==> config.mk <==
export PLATFORM = sky130hd
export DESIGN_NAME = fcs_seq
export DESIGN_NICKNAME = d
export VERILOG_FILES = /design/src/core/fcs_pkg.sv /design/src/core/fcs_seq.sv
export SDC_FILE = /design/constraint.sdc
export NUM_CORES = 1
export LEC_CHECK = 0
export BUFFER_PORTS_ARGS = -buffer_cell sky130_fd_sc_hd__buf_2
export CAP_MARGIN = 20
export CORE_ASPECT_RATIO = 1.5
export CORE_UTILIZATION = 63
export CTS_CLUSTER_DIAMETER = 100
export CTS_CLUSTER_SIZE = 12
export DETAILED_ROUTE_END_ITERATION = 12
export GPL_TIMING_DRIVEN = 0
export PLACE_DENSITY = 0.91
export REMOVE_ABC_BUFFERS = 1
export SKIP_CTS_REPAIR_TIMING = 1
export SLEW_MARGIN = 10
export SYNTH_ARGS = -nofsm -noshare
export SYNTH_HDL_FRONTEND = slang
export SYNTH_SLANG_ARGS = --single-unit
==> constraint.sdc <==
create_clock -name clk_i -period 7.7 [get_ports clk_i]
set_clock_uncertainty 0.2 [all_clocks]
set_input_delay 0.385 -clock clk_i [delete_from_list [all_inputs] [get_ports clk_i]]
set_output_delay 0.385 -clock clk_i [all_outputs]
set_load 0.005 [all_outputs]
==> src/core/fcs_pkg.sv <==
// constants and types of the flash command sequencer
// assumes a 50 MHz system clock and a byte-wide nonvolatile array port

package fcs_pkg;

    // ****************************************
    // register byte offsets
    // ****************************************
    localparam logic [7:0] FCS_OFS_CMD  = 8'h00;
    localparam logic [7:0] FCS_OFS_AH   = 8'h04;
    localparam logic [7:0] FCS_OFS_AL   = 8'h08;
    localparam logic [7:0] FCS_OFS_D0   = 8'h0C;
    localparam logic [7:0] FCS_OFS_D1   = 8'h10;
    localparam logic [7:0] FCS_OFS_D2   = 8'h14;
    localparam logic [7:0] FCS_OFS_D3   = 8'h18;
    localparam logic [7:0] FCS_OFS_STAT = 8'h1C;
    localparam int         FCS_STAT_BSY = 0;
    localparam int         FCS_STAT_LDR = 1;

    // ****************************************
    // command codes and limits
    // ****************************************
    localparam logic [7:0]  FCS_C_PG_RD  = 8'h01;
    localparam logic [7:0]  FCS_C_PG_WR  = 8'h02;
    localparam logic [7:0]  FCS_C_RSVD   = 8'h03;
    localparam logic [7:0]  FCS_C_VERIFY = 8'h04;
    localparam logic [7:0]  FCS_C_ER_PG  = 8'h05;
    localparam logic [7:0]  FCS_C_ER_ALL = 8'h06;
    localparam logic [7:0]  FCS_C_BY_RD  = 8'h81;
    localparam logic [7:0]  FCS_C_BY_WR  = 8'h82;
    localparam logic [7:0]  FCS_C_NORMAL = 8'h0F;
    localparam logic [7:0]  FCS_C_LOADER = 8'hF0;
    localparam logic [7:0]  FCS_VFY_OK   = 8'h00;
    localparam logic [7:0]  FCS_VFY_BAD  = 8'h01;
    localparam logic [15:0] FCS_PAGE_LIM = 16'h0400;
    localparam logic [15:0] FCS_DBY_MAX  = 16'h0FFF;
    localparam logic [15:0] FCS_LBY_MAX  = 16'hDFFF;
    localparam logic [7:0]  FCS_LHI_LIM  = 8'hE0;
    localparam logic [7:0]  FCS_PG4_LAST = 8'h03;
    localparam logic [7:0]  FCS_PG256_LAST = 8'hFF;

    // ****************************************
    // timing
    // ****************************************
    localparam int unsigned FCS_CLK_MHZ    = 50;
    localparam int unsigned FCS_T_ERASE_US = 2000;
    localparam int unsigned FCS_T_LPG_US   = 15000;
    localparam int unsigned FCS_T_BYTE_US  = 200;
    localparam int unsigned FCS_T_NPG_US   = 800;
    localparam int unsigned FCS_ERASE_CYC  = FCS_T_ERASE_US * FCS_CLK_MHZ;
    localparam int unsigned FCS_LPG_CYC    = FCS_T_LPG_US * FCS_CLK_MHZ;
    localparam int unsigned FCS_BYTE_CYC   = FCS_T_BYTE_US * FCS_CLK_MHZ;
    localparam int unsigned FCS_NPG_CYC    = FCS_T_NPG_US * FCS_CLK_MHZ;

    // ****************************************
    // types
    // ****************************************
    typedef enum logic [2:0] {
        S_IDLE  = 3'h0,
        S_ACC   = 3'h1,
        S_RWAIT = 3'h2,
        S_XRD   = 3'h3,
        S_XLAT  = 3'h4,
        S_TIME  = 3'h5,
        S_DONE  = 3'h6
    } fcs_state_t;

    typedef enum logic [2:0] {
        OP_RD    = 3'h0,
        OP_PROG  = 3'h1,
        OP_ERPG4 = 3'h2,
        OP_ERALL = 3'h3,
        OP_ERPG64 = 3'h4
    } fcs_op_t;

    typedef struct packed {
        logic        req;
        fcs_op_t     op;
        logic        prog_space;
        logic [15:0] addr;
        logic [7:0]  wdata;
    } fcs_mem_t;

    typedef struct packed {
        fcs_state_t      st;
        logic            mode;
        logic            vfy;
        logic            xsrc;
        fcs_op_t         op;
        logic [7:0]      cmd;
        logic [7:0]      ah;
        logic [7:0]      al;
        logic [3:0][7:0] dat;
        logic [7:0]      idx;
        logic [7:0]      last;
        logic [15:0]     base;
        logic [19:0]     wait_c;
        logic [19:0]     tmr;
        logic            vfail;
        logic [7:0]      xbyte;
        logic            ack;
        logic [31:0]     rdat;
        fcs_mem_t        mem;
        logic            xrd;
        logic [7:0]      xadr;
        logic            stall;
    } fcs_regs_t;

endpackage

==> src/core/fcs_seq.sv <==
// flash command sequencer: register file on classic wishbone, command
// decoder, array access sequencer and core stall
// assumes array and extended RAM read data are valid while the strobe is high
//
// Overview of operation
// page read fills four data registers
// page write below 0400H, pre-erased
// loader page write copies RAM 0..255
// verify leaves zero or nonzero in command
// normal page erase clears four bytes
// loader erase clears aligned 64-byte page
// erase all clears whole data memory, or lower 56 kB in loader
// byte read into first data register
// byte write; loader address up to DFFFH
// 03H reserved; loader reads not implemented
// F0H enters loader, 0FH leaves it
// command starts when code is written
// core stalled until operation completes
// peripherals keep running during stall
// software programs only erased bytes
// data full erase lasts 2 ms
// loader timings 15 ms, 2 ms, 200 us
// setup software should erase all once
// data memory is 1024 four-byte pages
// two address and four data registers
// only lower 56 kB loader writable
// reserved or absent commands touch nothing

module fcs_seq
    import fcs_pkg::*;
#(
    parameter int unsigned ERASE_CYC = FCS_ERASE_CYC,
    parameter int unsigned LPG_CYC   = FCS_LPG_CYC,
    parameter int unsigned BYTE_CYC  = FCS_BYTE_CYC,
    parameter int unsigned NPG_CYC   = FCS_NPG_CYC
) (
    input  wire logic        clk_i,         // system clock
    input  wire logic        rst_i,         // sync reset
    input  wire logic        wb_cyc_i,      // bus cycle
    input  wire logic        wb_stb_i,      // strobe
    input  wire logic        wb_we_i,       // write
    input  wire logic [3:0]  wb_sel_i,      // byte lanes
    input  wire logic [7:0]  wb_adr_i,      // byte address
    input  wire logic [31:0] wb_dat_i,      // write data
    output logic      [31:0] wb_dat_o,      // read data
    output logic             wb_ack_o,      // acknowledge
    output logic             core_stall_o,  // hold core
    output fcs_mem_t         mem_o,         // array access
    input  wire logic [7:0]  mem_rdata_i,   // array read data
    output logic             extended_data_ram_rd_o,     // ram read strobe
    output logic      [7:0]  extended_data_ram_addr_o,   // ram address
    input  wire logic [7:0]  extended_data_ram_rdata_i   // ram read data
);

    // ****************************************
    // state
    // ****************************************
    fcs_regs_t s_q;
    fcs_regs_t s_d;
    logic        hit;
    logic        commit;
    logic [15:0] pa;
    logic [15:0] pbase;
    logic [31:0] rd;
    logic [7:0]  code;

    assign hit    = wb_cyc_i & wb_stb_i;
    assign commit = s_q.ack & hit & wb_we_i & wb_sel_i[0];
    assign pa     = {s_q.ah, s_q.al};
    assign pbase  = {4'h0, pa[9:0], 2'b00};
    assign code   = wb_dat_i[7:0];

    // ****************************************
    // next state
    // ****************************************
    always_comb begin
        s_d         = s_q;
        s_d.mem.req = 1'b0;
        s_d.xrd     = 1'b0;
        // bus held off while busy
        s_d.ack     = hit & ~s_q.ack & (s_q.st == S_IDLE);
        case (wb_adr_i)
            FCS_OFS_CMD:  rd = {24'h0, s_q.cmd};
            FCS_OFS_AH:   rd = {24'h0, s_q.ah};
            FCS_OFS_AL:   rd = {24'h0, s_q.al};
            FCS_OFS_D0:   rd = {24'h0, s_q.dat[0]};
            FCS_OFS_D1:   rd = {24'h0, s_q.dat[1]};
            FCS_OFS_D2:   rd = {24'h0, s_q.dat[2]};
            FCS_OFS_D3:   rd = {24'h0, s_q.dat[3]};
            FCS_OFS_STAT: rd = {30'h0, s_q.mode, s_q.stall};
            default:      rd = 32'h0;
        endcase
        s_d.rdat = rd;

        case (s_q.st)
            S_IDLE: begin
                if (commit) begin
                    case (wb_adr_i)
                        FCS_OFS_AH: s_d.ah = code;
                        FCS_OFS_AL: s_d.al = code;
                        FCS_OFS_D0: s_d.dat[0] = code;
                        FCS_OFS_D1: s_d.dat[1] = code;
                        FCS_OFS_D2: s_d.dat[2] = code;
                        FCS_OFS_D3: s_d.dat[3] = code;
                        FCS_OFS_CMD: begin
                            s_d.cmd   = code;
                            s_d.idx   = 8'h00;
                            s_d.xsrc  = 1'b0;
                            s_d.vfy   = 1'b0;
                            s_d.vfail = 1'b0;
                            // decode starts at once, no trigger
                            case (code)
                                FCS_C_LOADER: s_d.mode = 1'b1;
                                FCS_C_NORMAL: s_d.mode = 1'b0;
                                FCS_C_PG_RD, FCS_C_VERIFY: begin
                                    // loader variant absent
                                    if (!s_q.mode && pa < FCS_PAGE_LIM) begin
                                        s_d.op   = OP_RD;
                                        s_d.vfy  = (code == FCS_C_VERIFY);
                                        s_d.base = pbase;
                                        s_d.last = FCS_PG4_LAST;
                                        s_d.st   = S_ACC;
                                    end
                                end
                                FCS_C_BY_RD: begin
                                    if (!s_q.mode && pa <= FCS_DBY_MAX) begin
                                        s_d.op   = OP_RD;
                                        s_d.base = pa;
                                        s_d.last = 8'h00;
                                        s_d.st   = S_ACC;
                                    end
                                end
                                FCS_C_PG_WR: begin
                                    if (!s_q.mode) begin
                                        if (pa < FCS_PAGE_LIM) begin
                                            s_d.op     = OP_PROG;
                                            s_d.base   = pbase;
                                            s_d.last   = FCS_PG4_LAST;
                                            s_d.wait_c = 20'(NPG_CYC);
                                            s_d.st     = S_ACC;
                                        end
                                    end else if (s_q.ah < FCS_LHI_LIM) begin
                                        s_d.op     = OP_PROG;
                                        s_d.xsrc   = 1'b1;
                                        s_d.base   = {s_q.ah, 8'h00};
                                        s_d.last   = FCS_PG256_LAST;
                                        s_d.wait_c = 20'(LPG_CYC);
                                        s_d.st     = S_XRD;
                                    end
                                end
                                FCS_C_BY_WR: begin
                                    if (pa <= (s_q.mode ? FCS_LBY_MAX : FCS_DBY_MAX)) begin
                                        s_d.op     = OP_PROG;
                                        s_d.base   = pa;
                                        s_d.last   = 8'h00;
                                        s_d.wait_c = 20'(BYTE_CYC);
                                        s_d.st     = S_ACC;
                                    end
                                end
                                FCS_C_ER_PG: begin
                                    if (!s_q.mode && pa < FCS_PAGE_LIM) begin
                                        s_d.op     = OP_ERPG4;
                                        s_d.base   = pbase;
                                        s_d.last   = 8'h00;
                                        s_d.wait_c = 20'(ERASE_CYC);
                                        s_d.st     = S_ACC;
                                    end else if (s_q.mode && s_q.ah < FCS_LHI_LIM) begin
                                        s_d.op     = OP_ERPG64;
                                        s_d.base   = {s_q.ah, s_q.al[7:6], 6'h00};
                                        s_d.last   = 8'h00;
                                        s_d.wait_c = 20'(ERASE_CYC);
                                        s_d.st     = S_ACC;
                                    end
                                end
                                FCS_C_ER_ALL: begin
                                    s_d.op     = OP_ERALL;
                                    s_d.base   = 16'h0000;
                                    s_d.last   = 8'h00;
                                    s_d.wait_c = 20'(ERASE_CYC);
                                    s_d.st     = S_ACC;
                                end
                                // reserved and unknown codes do nothing
                                default: ;
                            endcase
                        end
                        default: ;
                    endcase
                end
            end
            S_XRD: begin
                s_d.xrd  = 1'b1;
                s_d.xadr = s_q.idx;
                s_d.st   = S_XLAT;
            end
            S_XLAT: begin
                s_d.xbyte = extended_data_ram_rdata_i;
                s_d.st    = S_ACC;
            end
            S_ACC: begin
                s_d.mem.req        = 1'b1;
                s_d.mem.op         = s_q.op;
                s_d.mem.prog_space = s_q.mode;
                s_d.mem.addr       = s_q.base + {8'h00, s_q.idx};
                s_d.mem.wdata      = s_q.xsrc ? s_q.xbyte : s_q.dat[s_q.idx[1:0]];
                if (s_q.op == OP_RD) begin
                    s_d.st = S_RWAIT;
                end else if (s_q.idx == s_q.last) begin
                    s_d.tmr = s_q.wait_c;
                    s_d.st  = S_TIME;
                end else begin
                    s_d.idx = s_q.idx + 8'h01;
                    s_d.st  = s_q.xsrc ? S_XRD : S_ACC;
                end
            end
            S_RWAIT: begin
                if (s_q.vfy) begin
                    if (mem_rdata_i != s_q.dat[s_q.idx[1:0]]) begin
                        s_d.vfail = 1'b1;
                    end
                end else begin
                    s_d.dat[s_q.idx[1:0]] = mem_rdata_i;
                end
                if (s_q.idx == s_q.last) begin
                    s_d.st = S_DONE;
                end else begin
                    s_d.idx = s_q.idx + 8'h01;
                    s_d.st  = S_ACC;
                end
            end
            S_TIME: begin
                if (s_q.tmr <= 20'h00001) begin
                    s_d.st = S_DONE;
                end else begin
                    s_d.tmr = s_q.tmr - 20'h00001;
                end
            end
            S_DONE: begin
                if (s_q.vfy) begin
                    s_d.cmd = s_q.vfail ? FCS_VFY_BAD : FCS_VFY_OK;
                end
                s_d.st = S_IDLE;
            end
            default: s_d.st = S_IDLE;
        endcase
        // the core is held, and bus accesses get no ack until idle
        s_d.stall = (s_d.st != S_IDLE);
    end

    always_ff @(posedge clk_i) begin
        if (rst_i) begin
            s_q <= '0;
        end else begin
            s_q <= s_d;
        end
    end

    // ****************************************
    // outputs
    // ****************************************
    assign wb_dat_o     = s_q.rdat;
    assign wb_ack_o     = s_q.ack;
    assign core_stall_o = s_q.stall;
    assign mem_o        = s_q.mem;
    assign extended_data_ram_rd_o    = s_q.xrd;
    assign extended_data_ram_addr_o  = s_q.xadr;
endmodule // fcs_seq

### Yosys cells after proc, flatten, opt, wreduce, memory -nomap -nowiden

Index checks and enable logic that the tools add are counted.

| storage, ports and cells | value |
|---|---|
| flip-flop bits (word level) | 218 |
| output and inout port bits | 72 |

| cells by class | value |
|---|---|
| add/sub/neg operators | 3 |
| $lt $le $gt $ge | 7 |
| equal/unequal tests | 43 |
| multiplexer cells | 75 |
| bitwise gates (word level) | 7 |
| reduce and logical (&&, ||, !) cells | 31 |

Operator list:

| cell | count |
|---|---|
| $mux 44 | 6 |
| $pmux 24 s6 | 1 |
| $mux 117 | 1 |
| $mux 8 | 12 |
| $pmux 20 s4 | 1 |
| $pmux 32 s2 | 1 |
| $pmux 8 s8 | 1 |
| $mux 20 | 3 |
| $mux 3 | 19 |
| $pmux 3 s6 | 3 |
| $mux 52 | 1 |
| $mux 24 | 2 |
| $pmux 20 s2 | 1 |
| $bwmux 32 | 1 |
| $eq 8x3->1 const B | 4 |
| $eq 8x5->1 const B | 4 |
| $mux 32 | 1 |
| $reduce_and 4->1 | 8 |
| $mux 29 | 1 |
| $eq 8x4->1 const B | 3 |
| $eq 8x8->1 const B | 3 |
| $pmux 8 s3 | 1 |
| $ne 2x2->1 const B | 11 |
| $le 20x1->1 const B | 1 |
| other kinds (43) | 76 |

### Longest topological paths before layout

| depth | value |
|---|---|
| word-level depth | 9 |
| gate-level depth with buffers | 11 |
| gate-level depth less buffers | 9 |

### Worst setup path after synthesis

OpenSTA, ideal clock, no wires.

| timing path | value |
|---|---|
| path kind | register to register |
| start | reg s_q[214] (netlist name) |
| end | reg s_q[209] (netlist name) |
| library setup time | 0.070 ns |
| arrival | 2.689 ns |
| data required time | 7.430 ns |
| setup slack | 4.740 ns |
| stages on the path, launching flop included | 11 |
| clock period less this slack | 2.960 ns |
| cells stage by stage | dfxtp_1 > clkbuf_1 > inv_1 > ha_1 > nand4_1 > nor4_1 > a211oi_1 > or3_1 > buf_2 > or4_1 > a21oi_1 |

| between the ends | value |
|---|---|
| cells in the longest elaborated chain, start to end | 4 |

Ends and longest elaborated chain:

| element | RTL line | RTL |
|---|---|---|
| start: declaration | fcs_seq.sv:58 | `fcs_regs_t s_q;` |
| start signal: assignment | fcs_seq.sv:251 | `s_q <= '0;` |
| start signal: assignment | fcs_seq.sv:253 | `s_q <= s_d;` |
| $mux 16 or $logic_not 1->1 (tied branches) | n/a |  |
| $le 16x16->1, or another cell as far along | fcs_seq.sv:152 | `if (pa <= (s_q.mode ? FCS_LBY_MAX : FCS_DBY_MAX)) begin` |
| $ne 2x2->1 (no line), or another cell as far along | n/a |  |
| $reduce_and 10->1 (no line) or $pmux 3 s6 (tied branches) | n/a |  |

Several ways; a longest one is shown, not always the timed one.
A chain may end at the register's enable or synchronous reset.

### Final worst setup path

| timing path | value |
|---|---|
| start | reg s_q[214] (netlist name) |
| end | reg s_q[211] (netlist name) |

The elaborated chain is that of the path after synthesis.

==> results.tsv <==
metric	value	unit
grt_max_degree	124	
ir_drop	0.1476	mV
path_class	register to register	
ys_ff_latch	176	
synth.most_common_cell	dfxtp_1	
synthArstFlopShare	0	%
setup-tns-final	0	ps
cts_buffer_depth	2	
dr.pass1.iters	6	
reg2reg_from	s_q[214]$_SDFFE_PP0P_	
place_inst	1354	
hold_viol	3	
yosys.area.top_type_share	36.55	%
critPathArrivalTime	3930	ps
drv_cap	0	
cp-end-kind	register	
via_per_inst	6.527	
io_pins	137	
intPower	1.364	mW
grt-ovfl-total	0	
power_density	176.3	nW/um^2
synth_ff_type	dfxtp_1	
area_growth_syn_to_layout	7.528	%
start_util	64.25	%
cp-startpoint	s_q[214]$_SDFFE_PP0P_	
highest_layer	met4	
die_x	103.0	microns
clkLatencyLatePin	440	ps
cts_num_sinks	176	
post-dp-hpwl	17510	microns
track_usage	33.34	%
wl_per_cell	18.39	microns
slew_viol_final	0	
synth_edf_count	0	
cp_max_fo	29	
p_leak	3.980	nW
p_sw	464.0	uW
setup_viol	0	
holdWs	-27.57	ps
final_area	10360	sq um
drc	0	
first_global_vias	8559	
placed_area	9732	sq um
yosys_warnings	0	
seqPwrFrac	49.8	%
instances_no_fill	1390	
ys_top_cells_by_area	dfxtp_1, buf_4, nor2_1	
cts_max_level	4	
finalCritPeriodShare	48.77	%
rows	55	
status	finished with violations	
synth_top_cell_by_area	dfxtp_1	
vias	9072	
cts_tree	done	
netlist_area	9639	sq um
min_period	3756	ps
violations	hold timing	
wl_met3	2289	microns
first_iter_violations	1056	
rrSetupSlack	3940	ps
cp.required	7870	ps
cts_root_buffer	clkbuf_16	
cts.clk_slew.worst_paths	80	ps
swShare	25.38	%
ant_nets	0	
slew_headroom	32.94	%
hold_start	extended_data_ram_rdata_i[3]	
dieArea	15810	sq um
grt_antenna_before_repair	0	
wl_met1	9232	microns
core_region_area	15000	sq um
drive_above_1_share	13.27	%
grt_setup_unrepaired	no	
port_buffers	85	
syn_avg_cell_area	8.155	sq um
ys_seq_area_share	36.55	%
fp.dieH	153.5	microns
hold_path_class	input port to register	
finalNetCount	1264	
netlist_instances	1182	
cts_made_buffers	17	
synth_commonest_cells	dfxtp_1, nor2_1, nand2_1, a21oi_1, buf_4	
cp-start-kind	register	
max_freq	0.2663	GHz
routabilityCongestion	0.9956	
route.met2.wl	12540	microns
clkPwrFrac	46.8	%
ys_types	71	
utilization	69.09	%
worst_pin_slew	998.2	ps
grt_pass1_wl	41590	microns
antenna_cells	0	
wl	25560	microns
combPwrFrac	3.4	%
## cell families (layout without fill, tap and decap cells)
kind of cell,after synthesis,after routing,share of synthesized area [%]
DFF,176,176,36.55
muxes,56,56,7.126
buffers and inverters,164,150,9.203
xor gates and xnor gates,25,25,2.272
and+or+nand+nor,432,432,21.81
AOI/OAI and AO/OA,307,307,20.20
other,1,24,0.03890
adders and majority gates,21,21,2.804
## cells in the final DEF (no fill, tap or decap), types with 9 or more instances in the layout
cell and instances:
clkbuf_16 17, inv_1 19, mux4_2 10, a22o_1 13, conb_1 24, nand4_1 16, ha_1 20, nand2_1 101
nor2_1 135, dfxtp_1 176, a21oi_1 95, mux2i_1 45, a211oi_1 40, nand3_1 54, nor3_1 28, and2_1 15
and3_1 12, buf_2 87, o21ai_0 64, nor4_1 9, nand2b_1 10, a22oi_1 22, a31oi_1 15, xnor2_1 21
## final cells by class
type,instances,area (sq um)
fill,1144,4637
clock inverter,15,167.7
clock buffer,17,425.4
tap,199,249.0
sequential,176,3523
inverter,19,71.32
timing repair buffer,99,590.6
multi-input combinational,865,5338
## path summary, 6_finish.rpt
path	to	cells after the start
worst max register to register	s_q[211]$_SDFFE_PP0P_	8
worst max-delay path	s_q[211]$_SDFFE_PP0P_	8
worst min register to register	wb_ack_o$_SDFF_PP0_	1
worst min-delay path	s_q[75]$_SDFFE_PP0P_	3
## worst max-delay path: stages (launching register included)
cell and delay [ps]:
dfxtp_1 690, inv_1 310, ha_1 390, nand4_1 100
nor4_1 360, a211oi_1 160, or3_1 730, or4_1 610
a21oi_1 150
## stage by stage
| step | total power [mW] | setup slack, ps | hold slack (ps) |
|---|---|---|---|
| 6_report | 1.828 | 3944 | -27.57 |
| 5_1_grt | 1.877 | 3760 | 0.8197 |
| 4_1_cts | 1.822 | 4013 | -20.01 |
| 3_5_place_dp | 0.9890 | 3833 | 238.7 |
| 3_3_place_gp | 0.9851 | 2796 | 230.1 |
| 2_1_floorplan | 0.9497 | 4120 | 219.7 |
## metal layers
| layer | track usage, % | up-vias |
|---|---|---|
| met5 | 0 | - |
| met4 | 21.26 | 0 |
| met3 | 7.045 | 137 |
| met2 | 54.79 | 578 |
| met1 | 38.63 | 4179 |
| li1 | - | 4178 |
## state kept, by name, indices dropped and copies added (netlist names)
name / cells
s_q: 112
mem_o: 29
pa: 16
extended_data_ram_addr_o: 8
wb_dat_o: 8
core_stall_o: 1
extended_data_ram_rd_o: 1
wb_ack_o: 1
## power groups by stage
stage               Clock (mW)  Combinational, mW  Sequential, mW
floorplan                    0             0.0185           0.931
global placement             0             0.0540           0.931
detailed placement           0             0.0579           0.931
CTS                      0.854             0.0583           0.910
global route             0.901             0.0665           0.910
finish                   0.856             0.0619           0.910
Note: power is estimated with default switching activity, not from simulation.
